File: src/design/smrf_pkg.sv
// Purpose: shared constants and carriers for the serial message receive framer
// Assumes: 100 MHz sys_clk, millisecond timing
// Notes: configuration travels as one packed struct
package smrf_pkg;
  localparam int unsigned CLK_HZ = 100000000;
  localparam int unsigned MS_UNIT = 1;
  localparam int unsigned TICKS_PER_MS = CLK_HZ / 1000 * MS_UNIT;
  localparam logic [7:0] MAX_COUNT_RESET = 8'h01;
  localparam logic [15:0] MS_ZERO = 16'h0000;

  // Receive control and framing settings
  typedef struct packed {
    logic receiveArm;
    logic idleStartEnable;
    logic startCharEnable;
    logic breakStartEnable;
    logic endCharEnable;
    logic timerEnable;
    logic timerIsMessage;
    logic parityEnable;
    logic [15:0] idleTimeMs;
    logic [15:0] timeoutMs;
    logic [7:0] startChar;
    logic [7:0] endChar;
    logic [7:0] maxCount;
  } smrf_cfg_t;

  // One received character from the line receiver
  typedef struct packed {
    logic valid;
    logic parityError;
    logic [7:0] data;
  } smrf_char_t;

  // End reasons
  typedef enum logic [2:0] {
    SMRF_END_NONE = 3'h0,
    SMRF_END_CHAR = 3'h1,
    SMRF_END_ICHAR = 3'h2,
    SMRF_END_MSG = 3'h3,
    SMRF_END_COUNT = 3'h4,
    SMRF_END_PARITY = 3'h5,
    SMRF_END_ABORT = 3'h6
  } smrf_end_t;
endpackage

File: src/design/smrf_framer.sv
// Purpose: receive message framing: start search, storing, termination
// Assumes: character and line inputs come from a receiver on sys_clk
// Notes: buffer is internal; stored bytes also stream out
//
// Notes on behaviour
// - Idle start waits for quiet line
// - Start char begins message, stored
// - Idle then start char, else reidle
// - Break is low beyond one character
// - Break start stores characters after break
// - Break then start char, else rebreak
// - Zero idle time starts immediately
// - Any-char message timer runs from launch
// - End char stored and terminates
// - Intercharacter timer restarts each character
// - Message timer starts at message start
// - Max count terminates, never overflow
// - Any end condition, first wins
// - Parity error terminates when enabled, except on the start char
// - Relaunch disarmed aborts at once
`timescale 1ns/100ps
module smrf_framer
  import smrf_pkg::*;
#(
  parameter int unsigned DEPTH = 255,
  parameter int unsigned CHAR_BITS_MAX = 12,
  parameter int unsigned TICKS = TICKS_PER_MS
) (
  // Clock and reset
  input wire logic sys_clk,
  input wire logic reset_n,
  // Configuration and launch
  input wire smrf_cfg_t cfg,
  input wire logic launch,
  input wire logic [15:0] bitTicks,
  // Line side
  input wire logic rxLine,
  input wire smrf_char_t rxChar,
  // Message output
  output logic storeValid,
  output logic [7:0] storeData,
  output logic [7:0] storeIndex,
  output logic busy,
  output logic done,
  output smrf_end_t endReason,
  output logic [7:0] count
);
  typedef enum logic [4:0] {
    ST_IDLE = 5'b00001,
    ST_WAIT_IDLE = 5'b00010,
    ST_WAIT_BREAK = 5'b00100,
    ST_WAIT_START = 5'b01000,
    ST_STORE = 5'b10000
  } smrf_state_t;

  smrf_state_t state_q;
  logic lineSync1_q, lineSync2_q;
  logic [31:0] lowCnt_q;
  logic breakSeen_q;
  logic [7:0] mem [DEPTH];
  logic idleExp, timeoutExp;
  logic idleRestart, toRestart, toRun;
  logic accept, storeNow;
  logic [31:0] breakLimit;

  // Line pin crosses in through two flops
  always_ff @(posedge sys_clk or negedge reset_n) begin
    if (!reset_n) begin
      lineSync1_q <= 1'b1;
      lineSync2_q <= 1'b1;
    end else begin
      lineSync1_q <= rxLine;
      lineSync2_q <= lineSync1_q;
    end
  end

  assign breakLimit = 32'(bitTicks) * 32'(CHAR_BITS_MAX);

  always_ff @(posedge sys_clk or negedge reset_n) begin
    if (!reset_n) begin
      lowCnt_q <= 32'h00000000;
      breakSeen_q <= 1'b0;
    end else begin
      breakSeen_q <= 1'b0;
      if (lineSync2_q) begin
        lowCnt_q <= 32'h00000000;
      end else if (lowCnt_q <= breakLimit) begin
        lowCnt_q <= lowCnt_q + 32'h00000001;
        breakSeen_q <= (lowCnt_q == breakLimit);
      end
    end
  end

  assign idleRestart = (state_q != ST_WAIT_IDLE) || rxChar.valid || !lineSync2_q;
  smrf_ms_timer #(.TICKS(TICKS)) idleTimer (
    .sys_clk(sys_clk),
    .reset_n(reset_n),
    .restart(idleRestart),
    .run(1'b1),
    .limitMs(cfg.idleTimeMs),
    .expired(idleExp)
  );

  assign toRestart = (state_q == ST_STORE) && !cfg.timerIsMessage && rxChar.valid;
  assign toRun = (state_q == ST_STORE) && cfg.timerEnable;
  smrf_ms_timer #(.TICKS(TICKS)) endTimer (
    .sys_clk(sys_clk),
    .reset_n(reset_n),
    .restart(toRestart),
    .run(toRun),
    .limitMs(cfg.timeoutMs),
    .expired(timeoutExp)
  );

  assign accept = (state_q == ST_STORE) && rxChar.valid;

  // Framing state machine and termination
  always_ff @(posedge sys_clk or negedge reset_n) begin
    if (!reset_n) begin
      state_q <= ST_IDLE;
      done <= 1'b0;
      endReason <= SMRF_END_NONE;
      count <= 8'h00;
      busy <= 1'b0;
    end else begin
      done <= 1'b0;
      case (state_q)
        ST_IDLE: begin
          if (launch && cfg.receiveArm) begin
            count <= 8'h00;
            endReason <= SMRF_END_NONE;
            busy <= 1'b1;
            if (cfg.breakStartEnable) begin
              state_q <= ST_WAIT_BREAK;
            end else if (cfg.idleStartEnable && cfg.idleTimeMs != MS_ZERO) begin
              state_q <= ST_WAIT_IDLE;
            end else if (cfg.startCharEnable && !cfg.idleStartEnable) begin
              state_q <= ST_WAIT_START;
            end else begin
              state_q <= ST_STORE;
            end
          end
        end
        ST_WAIT_IDLE: begin
          if (idleExp) begin
            state_q <= cfg.startCharEnable ? ST_WAIT_START : ST_STORE;
          end
        end
        ST_WAIT_BREAK: begin
          if (breakSeen_q) begin
            state_q <= cfg.startCharEnable ? ST_WAIT_START : ST_STORE;
          end
        end
        ST_WAIT_START: begin
          if (rxChar.valid) begin
            if (rxChar.data == cfg.startChar) begin
              state_q <= ST_STORE;
              count <= 8'h01;
              if (cfg.maxCount <= 8'h01) begin
                state_q <= ST_IDLE;
                busy <= 1'b0;
                done <= 1'b1;
                endReason <= SMRF_END_COUNT;
              end
            end else if (cfg.breakStartEnable) begin
              state_q <= ST_WAIT_BREAK;
            end else if (cfg.idleStartEnable) begin
              state_q <= ST_WAIT_IDLE;
            end
          end
        end
        ST_STORE: begin
          if (accept) begin
            count <= count + 8'h01;
          end
          if (accept && cfg.parityEnable && rxChar.parityError) begin
            state_q <= ST_IDLE;
            busy <= 1'b0;
            done <= 1'b1;
            endReason <= SMRF_END_PARITY;
          end else if (accept && cfg.endCharEnable && rxChar.data == cfg.endChar) begin
            state_q <= ST_IDLE;
            busy <= 1'b0;
            done <= 1'b1;
            endReason <= SMRF_END_CHAR;
          end else if (accept && (count + 8'h01) >= cfg.maxCount) begin
            state_q <= ST_IDLE;
            busy <= 1'b0;
            done <= 1'b1;
            endReason <= SMRF_END_COUNT;
          end else if (timeoutExp) begin
            state_q <= ST_IDLE;
            busy <= 1'b0;
            done <= 1'b1;
            endReason <= cfg.timerIsMessage ? SMRF_END_MSG : SMRF_END_ICHAR;
          end
        end
        default: begin
          state_q <= ST_IDLE;
          busy <= 1'b0;
        end
      endcase
      if (launch && !cfg.receiveArm && state_q != ST_IDLE) begin
        state_q <= ST_IDLE;
        busy <= 1'b0;
        done <= 1'b1;
        endReason <= SMRF_END_ABORT;
      end
    end
  end

  // Store decision; count bound keeps the index inside the array
  assign storeNow = (accept || (state_q == ST_WAIT_START && rxChar.valid && rxChar.data == cfg.startChar))
                    && !(launch && !cfg.receiveArm) && 32'(count) < DEPTH;

  // Buffer write; stored bytes also stream out for the host
  always_ff @(posedge sys_clk or negedge reset_n) begin
    if (!reset_n) begin
      storeValid <= 1'b0;
      storeData <= 8'h00;
      storeIndex <= 8'h00;
    end else begin
      storeValid <= 1'b0;
      if (storeNow) begin
        storeValid <= 1'b1;
        storeData <= rxChar.data;
        storeIndex <= count;
      end
    end
  end

  // Buffer array has no reset; clearing every byte would cost logic for nothing
  always_ff @(posedge sys_clk) begin
    if (storeNow) begin
      mem[count] <= rxChar.data;
    end
  end

  property p_count_bound;
    @(posedge sys_clk) disable iff (!reset_n)
      (state_q == ST_STORE && cfg.maxCount != 8'h00) |-> count < cfg.maxCount;
  endproperty
  a_count_bound: assert property (p_count_bound) else $error("count passed limit");

  property p_parity;
    @(posedge sys_clk) disable iff (!reset_n)
      (accept && cfg.parityEnable && rxChar.parityError && !launch) |=> (done && endReason == SMRF_END_PARITY);
  endproperty
  a_parity: assert property (p_parity) else $error("parity error not terminating");

  property p_abort;
    @(posedge sys_clk) disable iff (!reset_n)
      (launch && !cfg.receiveArm && busy) |=> (!busy && endReason == SMRF_END_ABORT);
  endproperty
  a_abort: assert property (p_abort) else $error("abort not taken");

  property p_no_store_break;
    @(posedge sys_clk) disable iff (!reset_n)
      (state_q == ST_WAIT_BREAK) |=> !storeValid;
  endproperty
  a_no_store_break: assert property (p_no_store_break) else $error("stored before break");

  // Nothing stored during the idle search
  property p_no_store_idle;
    @(posedge sys_clk) disable iff (!reset_n)
      (state_q == ST_WAIT_IDLE) |=> !storeValid;
  endproperty
  a_no_store_idle: assert property (p_no_store_idle) else $error("stored before idle line");

  property p_end_char;
    @(posedge sys_clk) disable iff (!reset_n)
      (accept && cfg.endCharEnable && rxChar.data == cfg.endChar && !(cfg.parityEnable && rxChar.parityError)
        && !launch) |=> (done && endReason == SMRF_END_CHAR);
  endproperty
  a_end_char: assert property (p_end_char) else $error("end character not terminating");
endmodule

File: src/design/smrf_ms_timer.sv
// Purpose: restartable millisecond timer
// Assumes: restart and run come from logic on sys_clk
// Notes: expired is a level held until restart or run drops
`timescale 1ns/100ps
module smrf_ms_timer
  import smrf_pkg::*;
#(
  parameter int unsigned TICKS = TICKS_PER_MS
) (
  // Clock and reset
  input wire logic sys_clk,
  input wire logic reset_n,
  // Control
  input wire logic restart,
  input wire logic run,
  input wire logic [15:0] limitMs,
  // Status
  output logic expired
);
  logic [31:0] tick_q;
  logic [15:0] ms_q;

  // Prescaler and millisecond count; a zero limit expires at once
  always_ff @(posedge sys_clk or negedge reset_n) begin
    if (!reset_n) begin
      tick_q <= 32'h00000000;
      ms_q <= 16'h0000;
      expired <= 1'b0;
    end else if (restart || !run) begin
      tick_q <= 32'h00000000;
      ms_q <= 16'h0000;
      expired <= 1'b0;
    end else if (ms_q >= limitMs) begin
      expired <= 1'b1;
    end else if (tick_q == TICKS - 1) begin
      tick_q <= 32'h00000000;
      ms_q <= ms_q + 16'h0001;
    end else begin
      tick_q <= tick_q + 32'h00000001;
    end
  end
endmodule

File: config.mk
export PLATFORM = sky130hd
export DESIGN_NAME = smrf_framer
export DESIGN_NICKNAME = d
export VERILOG_FILES = /design/src/design/smrf_pkg.sv /design/src/design/smrf_framer.sv /design/src/design/smrf_ms_timer.sv
export SDC_FILE = /design/constraint.sdc
export NUM_CORES = 1
export LEC_CHECK = 0
export BUFFER_PORTS_ARGS = -buffer_cell sky130_fd_sc_hd__buf_4
export CORE_AREA = 5 5 146 148
export CTS_BUF_LIST = sky130_fd_sc_hd__clkbuf_2 sky130_fd_sc_hd__clkbuf_4 sky130_fd_sc_hd__clkbuf_8
export DETAILED_ROUTE_END_ITERATION = 8
export DIE_AREA = 0 0 151 153
export GPL_ROUTABILITY_DRIVEN = 0
export PLACE_DENSITY = 0.74
export RECOVER_POWER = 50
export SYNTH_ARGS = -nofsm -noshare
export SYNTH_HDL_FRONTEND = slang
export SYNTH_SLANG_ARGS = --single-unit
File: constraint.sdc
create_clock -name sys_clk -period 8.43 [get_ports sys_clk]
set_input_delay 1.686 -clock sys_clk [delete_from_list [all_inputs] [get_ports sys_clk]]
set_output_delay 1.686 -clock sys_clk [all_outputs]
set_load 0.02 [all_outputs]
==> results of run 1 <==
placed cells by master, fill, tap and decap left out, types with 5 or more instances in the layout:
cell,instances
mux2_2,16
nor4_1,28
a31oi_1,5
xnor2_1,57
o21ai_0,58
and4_1,9
nand4_1,40
nor2b_1,14
o21a_1,6
xor2_1,52
and2_1,12
inv_1,63
nand2b_1,11
nand3_1,59
ha_1,81
nor2_1,147
or2_2,7
a211oi_1,7
a21o_1,19
clkbuf_8,17
clkbuf_1,32
nor4b_1,5
nor3_1,28
o31ai_1,11
and3_1,24
nand2_1,82
o211ai_1,7
or4_1,6
dfrtp_1,165
buf_4,94
a21oi_1,60
or3_1,12
a32o_1,7
kinds of logic after synthesis:
logic type / synth area share [%]
and+or+nand+nor: 23.5
AOI/OAI and AO/OA: 13.0
DFF: 39.4
xor gates and xnor gates: 8.95
buffers and inverters: 3.41
adders and majority gates: 9.69
muxes: 1.97
state kept, by name (all words and copies together), names as in the netlist:
| name | flops |
|---|---|
| endReason | 3 |
| idleTimer.tick_q | 32 |
| endTimer.tick_q | 32 |
| storeIndex | 8 |
| idleTimer.expired | 1 |
| storeValid | 1 |
| lineSync2_q | 1 |
| done | 1 |
| busy | 1 |
| storeData | 8 |
| count | 8 |
| endTimer.expired | 1 |
| lowCnt_q | 32 |
| endTimer.ms_q | 16 |
| lineSync1_q | 1 |
| breakSeen_q | 1 |
| state_q | 5 |
| idleTimer.ms_q | 16 |
metal layers:
metal / wire (um) / vias up
li1: - / 4455
met1: 10800 / 4309
met2: 11300 / 188
met3: 928 / 39
met4: 369 / 0
met5: 0 / -
power breakdown:
group          switching [mW]  internal [mW]  total (mW)
Clock                   0.321          0.250       0.571
Combinational           0.275          0.177       0.453
Sequential             0.0379          0.855       0.893
Total                   0.634           1.28        1.92
critical path, cell delays in order:
cell       delay (ps)
buf_4             120
ha_1              210
inv_1              70
fa_1              210
nor2b_1            60
o21a_1            180
o21ai_0           250
a21oi_1           140
a41o_1            270
or4_1             430
a31o_2            260
a21o_1            200
xor2_1            150
ha_1              290
nand4_1           140
or4b_1            540
or3_1             460
a2111oi_4         630
nand2_1           160
xor2_1            180
nor2_1             60
worst paths after layout:
check,to,from
worst max-delay path,lowCnt_q[9],bitTicks[0]
max in group asynchronous,lowCnt_q[22],reset_n
worst min register to register,lineSync2_q,lineSync1_q
min in group asynchronous,storeIndex[0],reset_n
worst max register to register,state_q[1],count[0]
worst min-delay path,lineSync2_q,lineSync1_q
final cells by class:
type                            instances  area, um2  area share (%)
Multi-Input combinational cell        920       6090            50.3
Clock inverter                         13        139            1.15
Timing Repair Buffer                  129        852            7.03
Clock buffer                           19        249            2.05
Inverter                               63        236            1.95
Sequential cell                       168       4210            34.7
Tap cell                              270        338            2.79
stage by stage:
| stage | setup slack, ps | hold slack (ps) | power, mW | util [%] |
|---|---|---|---|---|
| 2_1_floorplan | 2230 | 345 | 1.21 | - |
| 3_3_place_gp | 1760 | 348 | 1.38 | 59.5 |
| 3_5_place_dp | 1600 | 354 | 1.39 | 59.5 |
| 4_1_cts | 2080 | 369 | 1.96 | 61.5 |
| 5_1_grt | 1760 | 378 | 2.02 | 60.9 |
| 6_report | 2040 | 370 | 1.92 | 60.9 |
==> results.txt, run 1 <==
- Run status: finished, violations left
- The checks that failed: capacitance limit, slew limit.
- The H-tree generated during clock tree synthesis spans 4 levels.
- The final layout contains routed wiring with a total length of 23.4 mm.
* Power Density: 158 mW/mm2
- The analysis attributes to cell leakage a power of 5.46 nW.
* Top cell type's share of synthesized area: 38.7%
- Clock Sink Count: 168
* Syn nets: 1,358
- Top-Level Pins: 124
- Setup violations remaining at the end of the flow were counted as 0.
- In the final routed layout, each cell accounts on average for 14.8 um.
- Setup total negative slack on the finished layout was measured at 0 ps.
- The critical path in this run is classified as input port to flip-flop.
* RSZ-0062 raised after global routing: no
- For the worst flop-to-flop path, the logic depth is 10.
- All-layer global routing usage: 20.3%
- Syn-to-layout area delta: 13.6%
* Count of hold-fix buffers inserted at cts: 0
- Met2 routing resource usage after global routing: 33.5%
- The number of antenna violations at the first check in global routing was 0.
* Port Buffer Count: 123
* Peak ir drop on the vdd network: 0.107 mV
- Yosys reg bits: 168
* Number of unique standard cell types used by synthesis: 66
* Predominant post-synthesis flop cell: dfrtp_1
* Worst hold stages: 0
- Clock tree from TritonCTS: built
- X dimension of the die: 151 um
- The core region is 0.0199 mm2.
* Path type of the worst min-delay path: flip-flop to flip-flop
* Number of max-slew violations in the final report: 69
- Filler-free cell count of the finished design: 1,582
- Syn Area/Cell: 9.02 um2
- Endpoint arrival time on the critical path: 6690 ps
* Post-place instance area: 0.0118 mm2
- # Post-CTS Setup Buffers: 0
- Post-synthesis cell area: 0.0107 mm2
- First-pass iteration count of the detailed router: 6
* Number of enable-type register cells in the synthesized netlist: 0
- Max-cap violations in this run came to 1.
* Most used standard cell by instance count after synthesis: dfrtp_1
- The setup check on the worst reg-to-reg path leaves a slack of 5140 ps.
* Post-detailed-route count of antenna-violating nets: 0
* Total number of nets in the final design: 1,475
- DIE AREA: 0.0231 mm2
- STA puts the critical path data required time at 8730 ps.
- Post-layout instance area: 0.0121 mm2
* Number of standard-cell rows in the floorplan: 52
* Clock insertion delay at the later pin of the skew report: 460 ps
- The clock passes through at most 2 buffers.
* Worst Skew: 14.6 ps
- The via count of the first global-routing pass came to 8,621.
* Kind of start point of the critical path: input port
- Buffer cell driving the clock tree root: clkbuf_8
* Biggest fanout along the worst timing path: 9
- Count of antenna diodes in the layout: 0
* Most Used Layer, Global Route: met2
- Once detailed placement completed, the half-perimeter wirelength came to 17.1 mm.
- Of all flip-flops after synthesis, the portion carrying an async set or reset was 100%.
* Detail-routed via count per cell: 5.68
- Worst rel slew slack: -132%
- Achievable frequency: 156 MHz
* Overall via count from detail_route: 8,991
* Starting density of the core: 53.6%
- Gate count after technology mapping: 1,182
- After detailed placement, the design holds a cell count of 1,550.
- Global routing finished with a remaining overflow of 0.
* Number of gates resized after CTS: 0
- Transition time at the pin with the least slew margin: 3480 ps
- GR met3 Demand/Resource: 3.17%
- Final worst-path cycle share: 75.9%
- Shortest clock period the worst path allows after layout: 6390 ps
- The first routing iteration left 702 violations.
- The biggest area contributor in the post-synthesis netlist is dfrtp_1.
- Global routing consumed, on the met1 layer, 28.1% of the routing resources.
* Global-route wire length before repair: 39.7 mm
- Clock buffers created by TritonCTS: 17
* Maximum number of pins on one net before global-route repair: 102
* Dominant cells by area after synthesis: dfrtp_1 (39%), ha_1 (9.5%), nor2_1 (5.2%)
- STA classifies the critical path endpoint as a flip-flop.
- Clock-pin slew was measured on the worst setup and hold paths at 90 ps.
- Counting the fill cells in the layout gives 1,823.
- Top cells by instance count after synthesis: dfrtp_1 (165), nor2_1 (147), nand2_1 (82)
* DRC violation count after routing: 0
* Hold violation total from the final report: 0
* Die Ht: 153 um
- Count of warnings emitted by yosys: 0
- The post-route netlist has 12.3% of its cells at a drive strength greater than 1.
- Portion of the post-synthesis area used by sequential elements: 39.4%
Power figures use the tool's default switching activity.
==> inputs of run 2 (changes only) <==
Settings changed: PLACE_DENSITY 0.74 to 0.77.
Clock period 8.43 ns to 5.6 ns, I/O delays scaled along.
==> run 2 against run 1 <==
The run still ends with capacitance limit, slew limit left. Utilization is 1.3 points higher. Global-route usage grew 0.64 points. Critical path depth increased by 1. Sequential share of layout area decreased by 0.74 points. Flip-flop and latch count stayed put. Via count is 0.96% higher. Clock skew is 1.8 ps lower. Sequential power increased by 50%. Register-to-register slack lost 2800 ps. Clock power rose by 63%. Die area unchanged. Critical path type unchanged.
==> results.txt, run 2 (synthesis results as in run 1) <==
- The critical path contains buffers and inverters numbering 3 combined.
- Detail-routed via count per cell: 5.68
- The die covers 0.0231 mm2.
- 0 antenna diodes ended up in the layout.
- Cell breakdown of the critical path: buf_4 -> ha_2 -> inv_2 -> fa_2 -> nor2b_1 -> o21a_1 -> o21ai_1 -> a21oi_1 -> a41o_1 -> or4_1 -> a31o_2 -> a21o_1 -> xor2_1 -> ha_1 -> nand4_1 -> or4b_1 -> or3_1 -> a2111oi_4 -> buf_4 -> nand4_1 -> xor2_1 -> nor2_1
* Count of endpoints failing setup in the final report: 0
- In this run, the clock network consumes 31.0% of the power.
- Die Ht: 153 um
- For this block, the routed nets add up to 23.8 mm of wire.
* Vias in the first global route: 8,983
- Summing internal, switching and leakage power gives 3.00 mW.
- Biggest fanout along the worst timing path: 5
- TritonCTS created 17 clock buffers.
- Final worst-path cycle share: 95.9%
- Transition time at the pin with the least slew margin: 2360 ps
* H-tree levels: 4
* Commonest cells after routing, fill and taps aside: dfrtp_1 (165), nor2_1 (147), buf_4 (140), nand2_1 (82), ha_1 (80)
* Number of buffers on the longest clock path: 2
- The critical path is of the input port to flip-flop type.
* Required arrival time at the worst endpoint: 5930 ps
- Cell family contributing the most delay on the critical path: simple AND/OR/NAND/NOR gates
- Global-route wire length before repair: 41.0 mm
- For the final database, setup skew stands at 12.8 ps.
- After detailed routing, the average wire length per cell comes to 14.9 um.
- The final max-slew violation count came to 173.
- For this run, the top clock speed supported by timing is 186 MHz.
- Gates resized during post-CTS repair numbered 0.
- Summed over all layers, the global routing overflow is 0.
- The area growth from synthesis to layout is 16.1%.
- Hold repair after CTS inserted 0 buffers.
- Slowest cell on the critical path: or4_1
- Endpoint arrival time on the critical path: 5700 ps
- The number of antenna violations at the first check in global routing is 0.
- In the final layout, the share of cells above drive strength 1 is 16.0%.
- Switching fraction of total power: 31.6%
* Share of the core filled with cells: 62.2%
- Biggest registers after layout: endTimer.tick_q (32), idleTimer.tick_q (32), lowCnt_q (32)
- Number of DRC violations after detailed-routing iteration 0: 635
* Power share of the combinational group: 24.3%
- Flop2flop setup slack: 2290 ps
* Buffer cell driving the clock tree root: clkbuf_8
* Clock Pin Slew Worst Setup and Hold Paths: 90 ps
- Clock Sink Count: 168
- In this run the static leakage power is 5.67 nW.
- Register share of total power: 44.8%
* Power Density: 242 mW/mm2
- The first detailed-routing pass took 5 iterations.
* Maximum number of pins on one net before global-route repair: 95
* Top-Level Pins: 124
* Max stage delay on crit path: 550 ps
* Run status: finished, violations left
- Placed wire-length estimate: 17.5 mm
- Core footprint: 0.0199 mm2
- At the later pin of the worst-skew pair, clock insertion delay measures 470 ps.
- VDD sags by at most 0.159 mV.
- The worst setup path is launched from an input port.
- The tightest min-delay check is of the flip-flop to flip-flop type.
- All-layer global routing usage: 20.9%
- Measured against its own limit, the worst slew margin works out to -57.5%.
- Summed over all nets, the switching power comes to 0.946 mW.
* Overall via count from detail_route: 9,077
- Post-place instance area: 0.0120 mm2
- Post-layout instance area: 0.0124 mm2
* Number of standard-cell rows in the floorplan: 52
* Total number of nets in the final design: 1,491
- DRC violation count after routing: 0
* Hold violation total from the final report: 0
- The checks that failed: capacitance limit, slew limit.
- Starting density of the core: 53.6%
* Setup TNS: 0 ps
* Port Buffer Count: 123
- Shortest clock period the worst path allows after layout: 5370 ps
* Clock tree from TritonCTS: built
* Leading cell type in the layout, fill and taps excluded: dfrtp_1
* # Post-CTS Setup Buffers: 0
- Across the run, the number of max-cap violations was 3.
- Internal Dissipation: 2.05 mW
- RSZ-0062 raised after global routing: no
* Element type at the critical path end: flip-flop
- Post-detailed-route count of antenna-violating nets: 0
- X dimension of the die: 151 um
[run 2: changes by cell type in the layout (fill, tap and decap cells not counted), sizes merged]
| cell | previous run | this run |
|---|---|---|
| buf | 95 | 140 |
| bufinv | 1 | 3 |
| clkbuf | 53 | 22 |
| clkinvlp | 3 | 4 |
| inv | 69 | 68 |
[run 2: final timing paths]
| path | from | end | cells past startpoint |
|---|---|---|---|
| max | bitTicks[0] | lowCnt_q[11] | 22 |
| min in group asynchronous | reset_n | storeIndex[1] | 1 |
| max in group asynchronous | reset_n | endTimer.tick_q[17] | 2 |
| max reg2reg | count[2] | state_q[1] | 10 |
| min reg2reg | lineSync1_q | lineSync2_q | 0 |
| min | lineSync1_q | lineSync2_q | 0 |
[run 2: power groups by stage]
stage,Combinational (mW),Clock (mW),Sequential [mW]
global route,0.807,1.00,1.36
global placement,0.713,0,1.36
finish,0.727,0.929,1.34
floorplan,0.395,0,1.42
CTS,0.735,0.948,1.34
detailed placement,0.729,0,1.37
[run 2: layer usage]
layer	vias to the layer above	share of wire, %	GRT usage [%]
met5	-	0	0
met3	27	4.4	3.52
met2	189	49	35.1
li1	4501	-	-
met1	4360	45	28.3
met4	0	1.2	5.05
[run 2: through the flow]
step,hold WS (ps),std cells,setup slack [ps]
after global placement,345,1566,-151
after floorplan,345,1182,44.8
after CTS,371,1598,244
after detailed placement,347,1566,-238
after global routing,379,1598,26.3
final,369,1598,230
[run 2: cell type report]
cell class,instances,area [um2]
clock inverters,15,189
multi-input cells,920,6100
inverters,63,236
repair buffers,145,1070
clock buffers,17,234
flip-flops and latches,168,4210
fillers,1754,7530
well taps,270,338
[run 2: worst reg2reg max path: stages (launching register included)]
cell	delay, ps
dfrtp_1	500
and3_1	250
nand3_1	100
xnor2_1	230
ha_1	290
a21o_1	180
a211oi_1	270
a211oi_1	210
or4_1	630
nand2_1	190
mux2_2	350
==> inputs of run 3 (changes only) <==
Settings changed: ABC_AREA set to 1, CORE_AREA 5 5 146 148 to 5 5 156 158, CTS_CLUSTER_DIAMETER set to 40, DIE_AREA 0 0 151 153 to 0 0 161 163, PLACE_DENSITY 0.77 to 0.76.
==> run 3 against run 2 <==
Design area grew 12%. Sequential power about the same. The flow still finishes with violations (capacitance limit, slew limit). Setup slack better by 1100 ps. Critical endpoint is now lowCnt_q[19]. Utilization fell by 1.7 points. Power grew 5.7%. Largest cell class unchanged.
==> results.txt, run 3 <==
- Prior to clock tree synthesis, the placed netlist has a worst setup slack of 895 ps.
* Number of antenna violations at the first check in global routing: 0
- Share of the core filled with cells: 60.5%
- The critical path ends at lowCnt_q[19].
- Worst hold slack after final layout: 365 ps
- The die is 161 um wide.
* Kind of start point of the critical path: input port
- Dominant cells by area after synthesis: dfrtp_1 (33%), nand2_1 (13%), ha_1 (8.2%)
* Total number of nets in the final design: 2,048
* Clock insertion delay at the later pin of the skew report: 470 ps
* Maximum number of pins on one net before global-route repair: 88
- Total congestion overflow after global routing: 0
* Critical hold path startpoint: lineSync1_q
- Total power of the final layout: 3.17 mW
* Clock Sink Count: 168
- Counting the buffers created by CTS gives 17.
* Top cell type's share of synthesized area: 33.4%
- Summing the areas of all and, or, nand and nor instances in the mapped netlist gives 34.5% of the synthesized area.
- For this design, the CTS-stage hold fixing added 0 buffers.
- Path type of the worst min-delay path: flip-flop to flip-flop
- The synthesized netlist occupies a cell area of 0.0124 mm2.
- Element type at the critical path end: flip-flop
* Overall via count from detail_route: 11,700
- TritonCTS built the clock tree.
* Share of cells above drive strength 1: 10.9%
- For the worst setup path, the data required time is 5990 ps.
- The biggest area contributor in the post-synthesis netlist is dfrtp_1.
- After synthesis, flip-flops and latches occupy 34.1% of the total area.
- Buffer cell driving the clock tree root: clkbuf_8
* RSZ-0062 raised after global routing: no
* Final worst-path cycle share: 75.9%
- After floorplanning, the core was sized to cover 0.0230 mm2.
- Leaving out fill and tap cells, the most frequent cell in the layout is nand2_1.
* Adder-Cell Fraction of Synth Area: 8.37%
* Number of enable-type register cells in the synthesized netlist: 0
- Syn nets: 1,933
- The most used flip-flop cell after synthesis is dfrtp_1.
- Run status: finished, violations left
- After Yosys synthesis, XOR and XNOR cells account for 5.46% of the synthesized area.
- Count of endpoints failing setup in the final report: 0
- In this run the critical register-to-register path is launched from lineSync2_q.
- The floorplan step defined a die boundary enclosing 0.0262 mm2.
- Of the post-synthesis cell area, the part taken by muxes is 0%.
* Post-detailed-route count of antenna-violating nets: 0
* Number of DRC violations after detailed-routing iteration 0: 842
* Combinational family with the most area after synthesis: simple AND/OR/NAND/NOR gates
- Summing the areas of all compound-gate instances in the mapped netlist gives 7.72% of the synthesized area.
- Number of inserted filler cells in the final layout: 2,217
- In this run the post-CTS setup repair buffer count came out at 0.
* Wire length per cell: 13.9 um
* Achievable frequency: 235 MHz
- Worst rel slew slack: -64.7%
- Endpoint arrival time on the critical path: 4650 ps
- Shortest clock period the worst path allows after layout: 4250 ps
* Hold violation total from the final report: 0
* Final Routed Wirelength: 30.2 mm
- Worst reg2reg path endpoint: idleTimer.ms_q[0]
* Number of standard-cell rows in the floorplan: 56
- For the worst flop-to-flop path, the logic depth is 8.
* Number of max-slew violations in the final report: 85
* Final worst slack: 1350 ps
- Commonest cells after routing, fill and taps aside: nand2_1 (434), inv_1 (259), nor2_1 (196), dfrtp_1 (165), nand3_1 (132)
* Placed cells: 2,143
* Max-cap violation count: 2
- Setup TNS: 0 ps
* Syn Area/Cell: 7.03 um2
- Input and output buffers added on the ports amount to 123.
* Number of gates resized after CTS: 0
* Post-place instance area: 0.0135 mm2
- Gate count after technology mapping: 1,757
- The first detailed-routing pass ran for 5 iterations.
- Pin placement for this block handled 124 I/O pins.
- The first global-routing pass estimated 51.9 mm of wire.
- Die Ht: 163 um
- Using the TritonRoute via totals, the vias-per-cell ratio works out to 5.40.
- Top cells by instance count after synthesis: nand2_1 (433), inv_1 (259), nor2_1 (195)
* Yosys reg bits: 168
- Leakage power: 7.03 nW
* Violated checks: capacitance limit, slew limit
* Syn-to-layout area delta: 12.6%
- Biggest fanout along the worst timing path: 23
* Placed wire-length estimate: 23.0 mm
- DRC violation count after routing: 0
- Clock Pin Slew Worst Setup and Hold Paths: 90 ps
- Count of warnings emitted by yosys: 0
- nand2_1 is the most common cell in the netlist.
- The initial utilization of the core area, before any placement, comes to 53.8%.
- Vias in the first global route: 11,300
- Number of buffers on the longest clock path: 2
- Biggest registers after layout: endTimer.tick_q (32), idleTimer.tick_q (32), lowCnt_q (32)
- Critical Setup Path Class: input port to flip-flop
* Power Density: 228 mW/mm2
- The worst-case IR drop observed on VDD is 0.191 mV.
- Count of antenna diodes in the layout: 0
- Post-layout instance area: 0.0139 mm2
* Async set or reset register ratio after synthesis: 100%
- Across every metal layer, demand over resource in global routing totals 23.4%.
- For the pin with the worst max-slew slack, the measured transition is 2470 ps.
- Number of unique standard cell types used by synthesis: 48
* Flop2flop setup slack: 2050 ps
* Filler-free cell count of the finished design: 2,175
- For the final database, setup skew stands at 19.9 ps.
- The critical path starts at bitTicks[1].
- H-tree levels: 4
==> run 3: worst min path at each step <==
| stage | endpoint | slack [ps] | depth (start not counted) |
|---|---|---|---|
| after CTS | lineSync2_q | 360 | 0 |
| after detailed placement | lineSync2_q | 350 | 0 |
| after floorplan | lineSync2_q | 350 | 0 |
| after global routing | lineSync2_q | 370 | 0 |
| final | lineSync2_q | 360 | 0 |
| after global placement | lineSync2_q | 350 | 0 |
==> run 3: metal layers <==
| metal | track usage [%] | share of wire, % | vias up |
|---|---|---|---|
| li1 | - | - | 5938 |
| met1 | 30.5 | 45 | 5501 |
| met2 | 40.3 | 49 | 264 |
| met3 | 4.48 | 4.2 | 37 |
| met4 | 5.82 | 1.7 | 0 |
| met5 | 0 | 0 | - |
==> run 3: power breakdown <==
group / internal, mW / switching (mW) / leakage (nW)
registers: 1.30 / 0.0693 / 2.31
logic: 0.331 / 0.553 / 4.50
clock network: 0.422 / 0.496 / 0.213
==> run 3: final cells by class <==
cell class / count / area [um2] / area share [%]
Sequential cell: 168 / 4210 / 30.3
Timing Repair Buffer: 133 / 995 / 7.15
Clock inverter: 14 / 165 / 1.19
Inverter: 268 / 1010 / 7.23
Tap cell: 290 / 363 / 2.61
Multi-Input combinational cell: 1284 / 6920 / 49.8
Clock buffer: 18 / 248 / 1.78
==> run 3: cell families after synthesis <==
group,after synthesis
AND/OR/NAND/NOR,956
XOR/XNOR,77
buffers and inverters,305
adder cells (fa/ha/maj),82
flip-flops,168
AO/OA/AOI/OAI,169
==> run 3: worst max-delay path: stages <==
cell and delay, ps:
buf_4 90, ha_1 160, inv_1 60, fa_1 400
nand3b_1 170, nand2_1 120, a21boi_0 140, o21ai_0 300
a31oi_1 150, xor2_1 160, ha_1 290, nand3_1 90
nor3_1 200, nand3b_1 100, buf_4 230, nand2_1 580
nand3_1 170, nand2_1 110
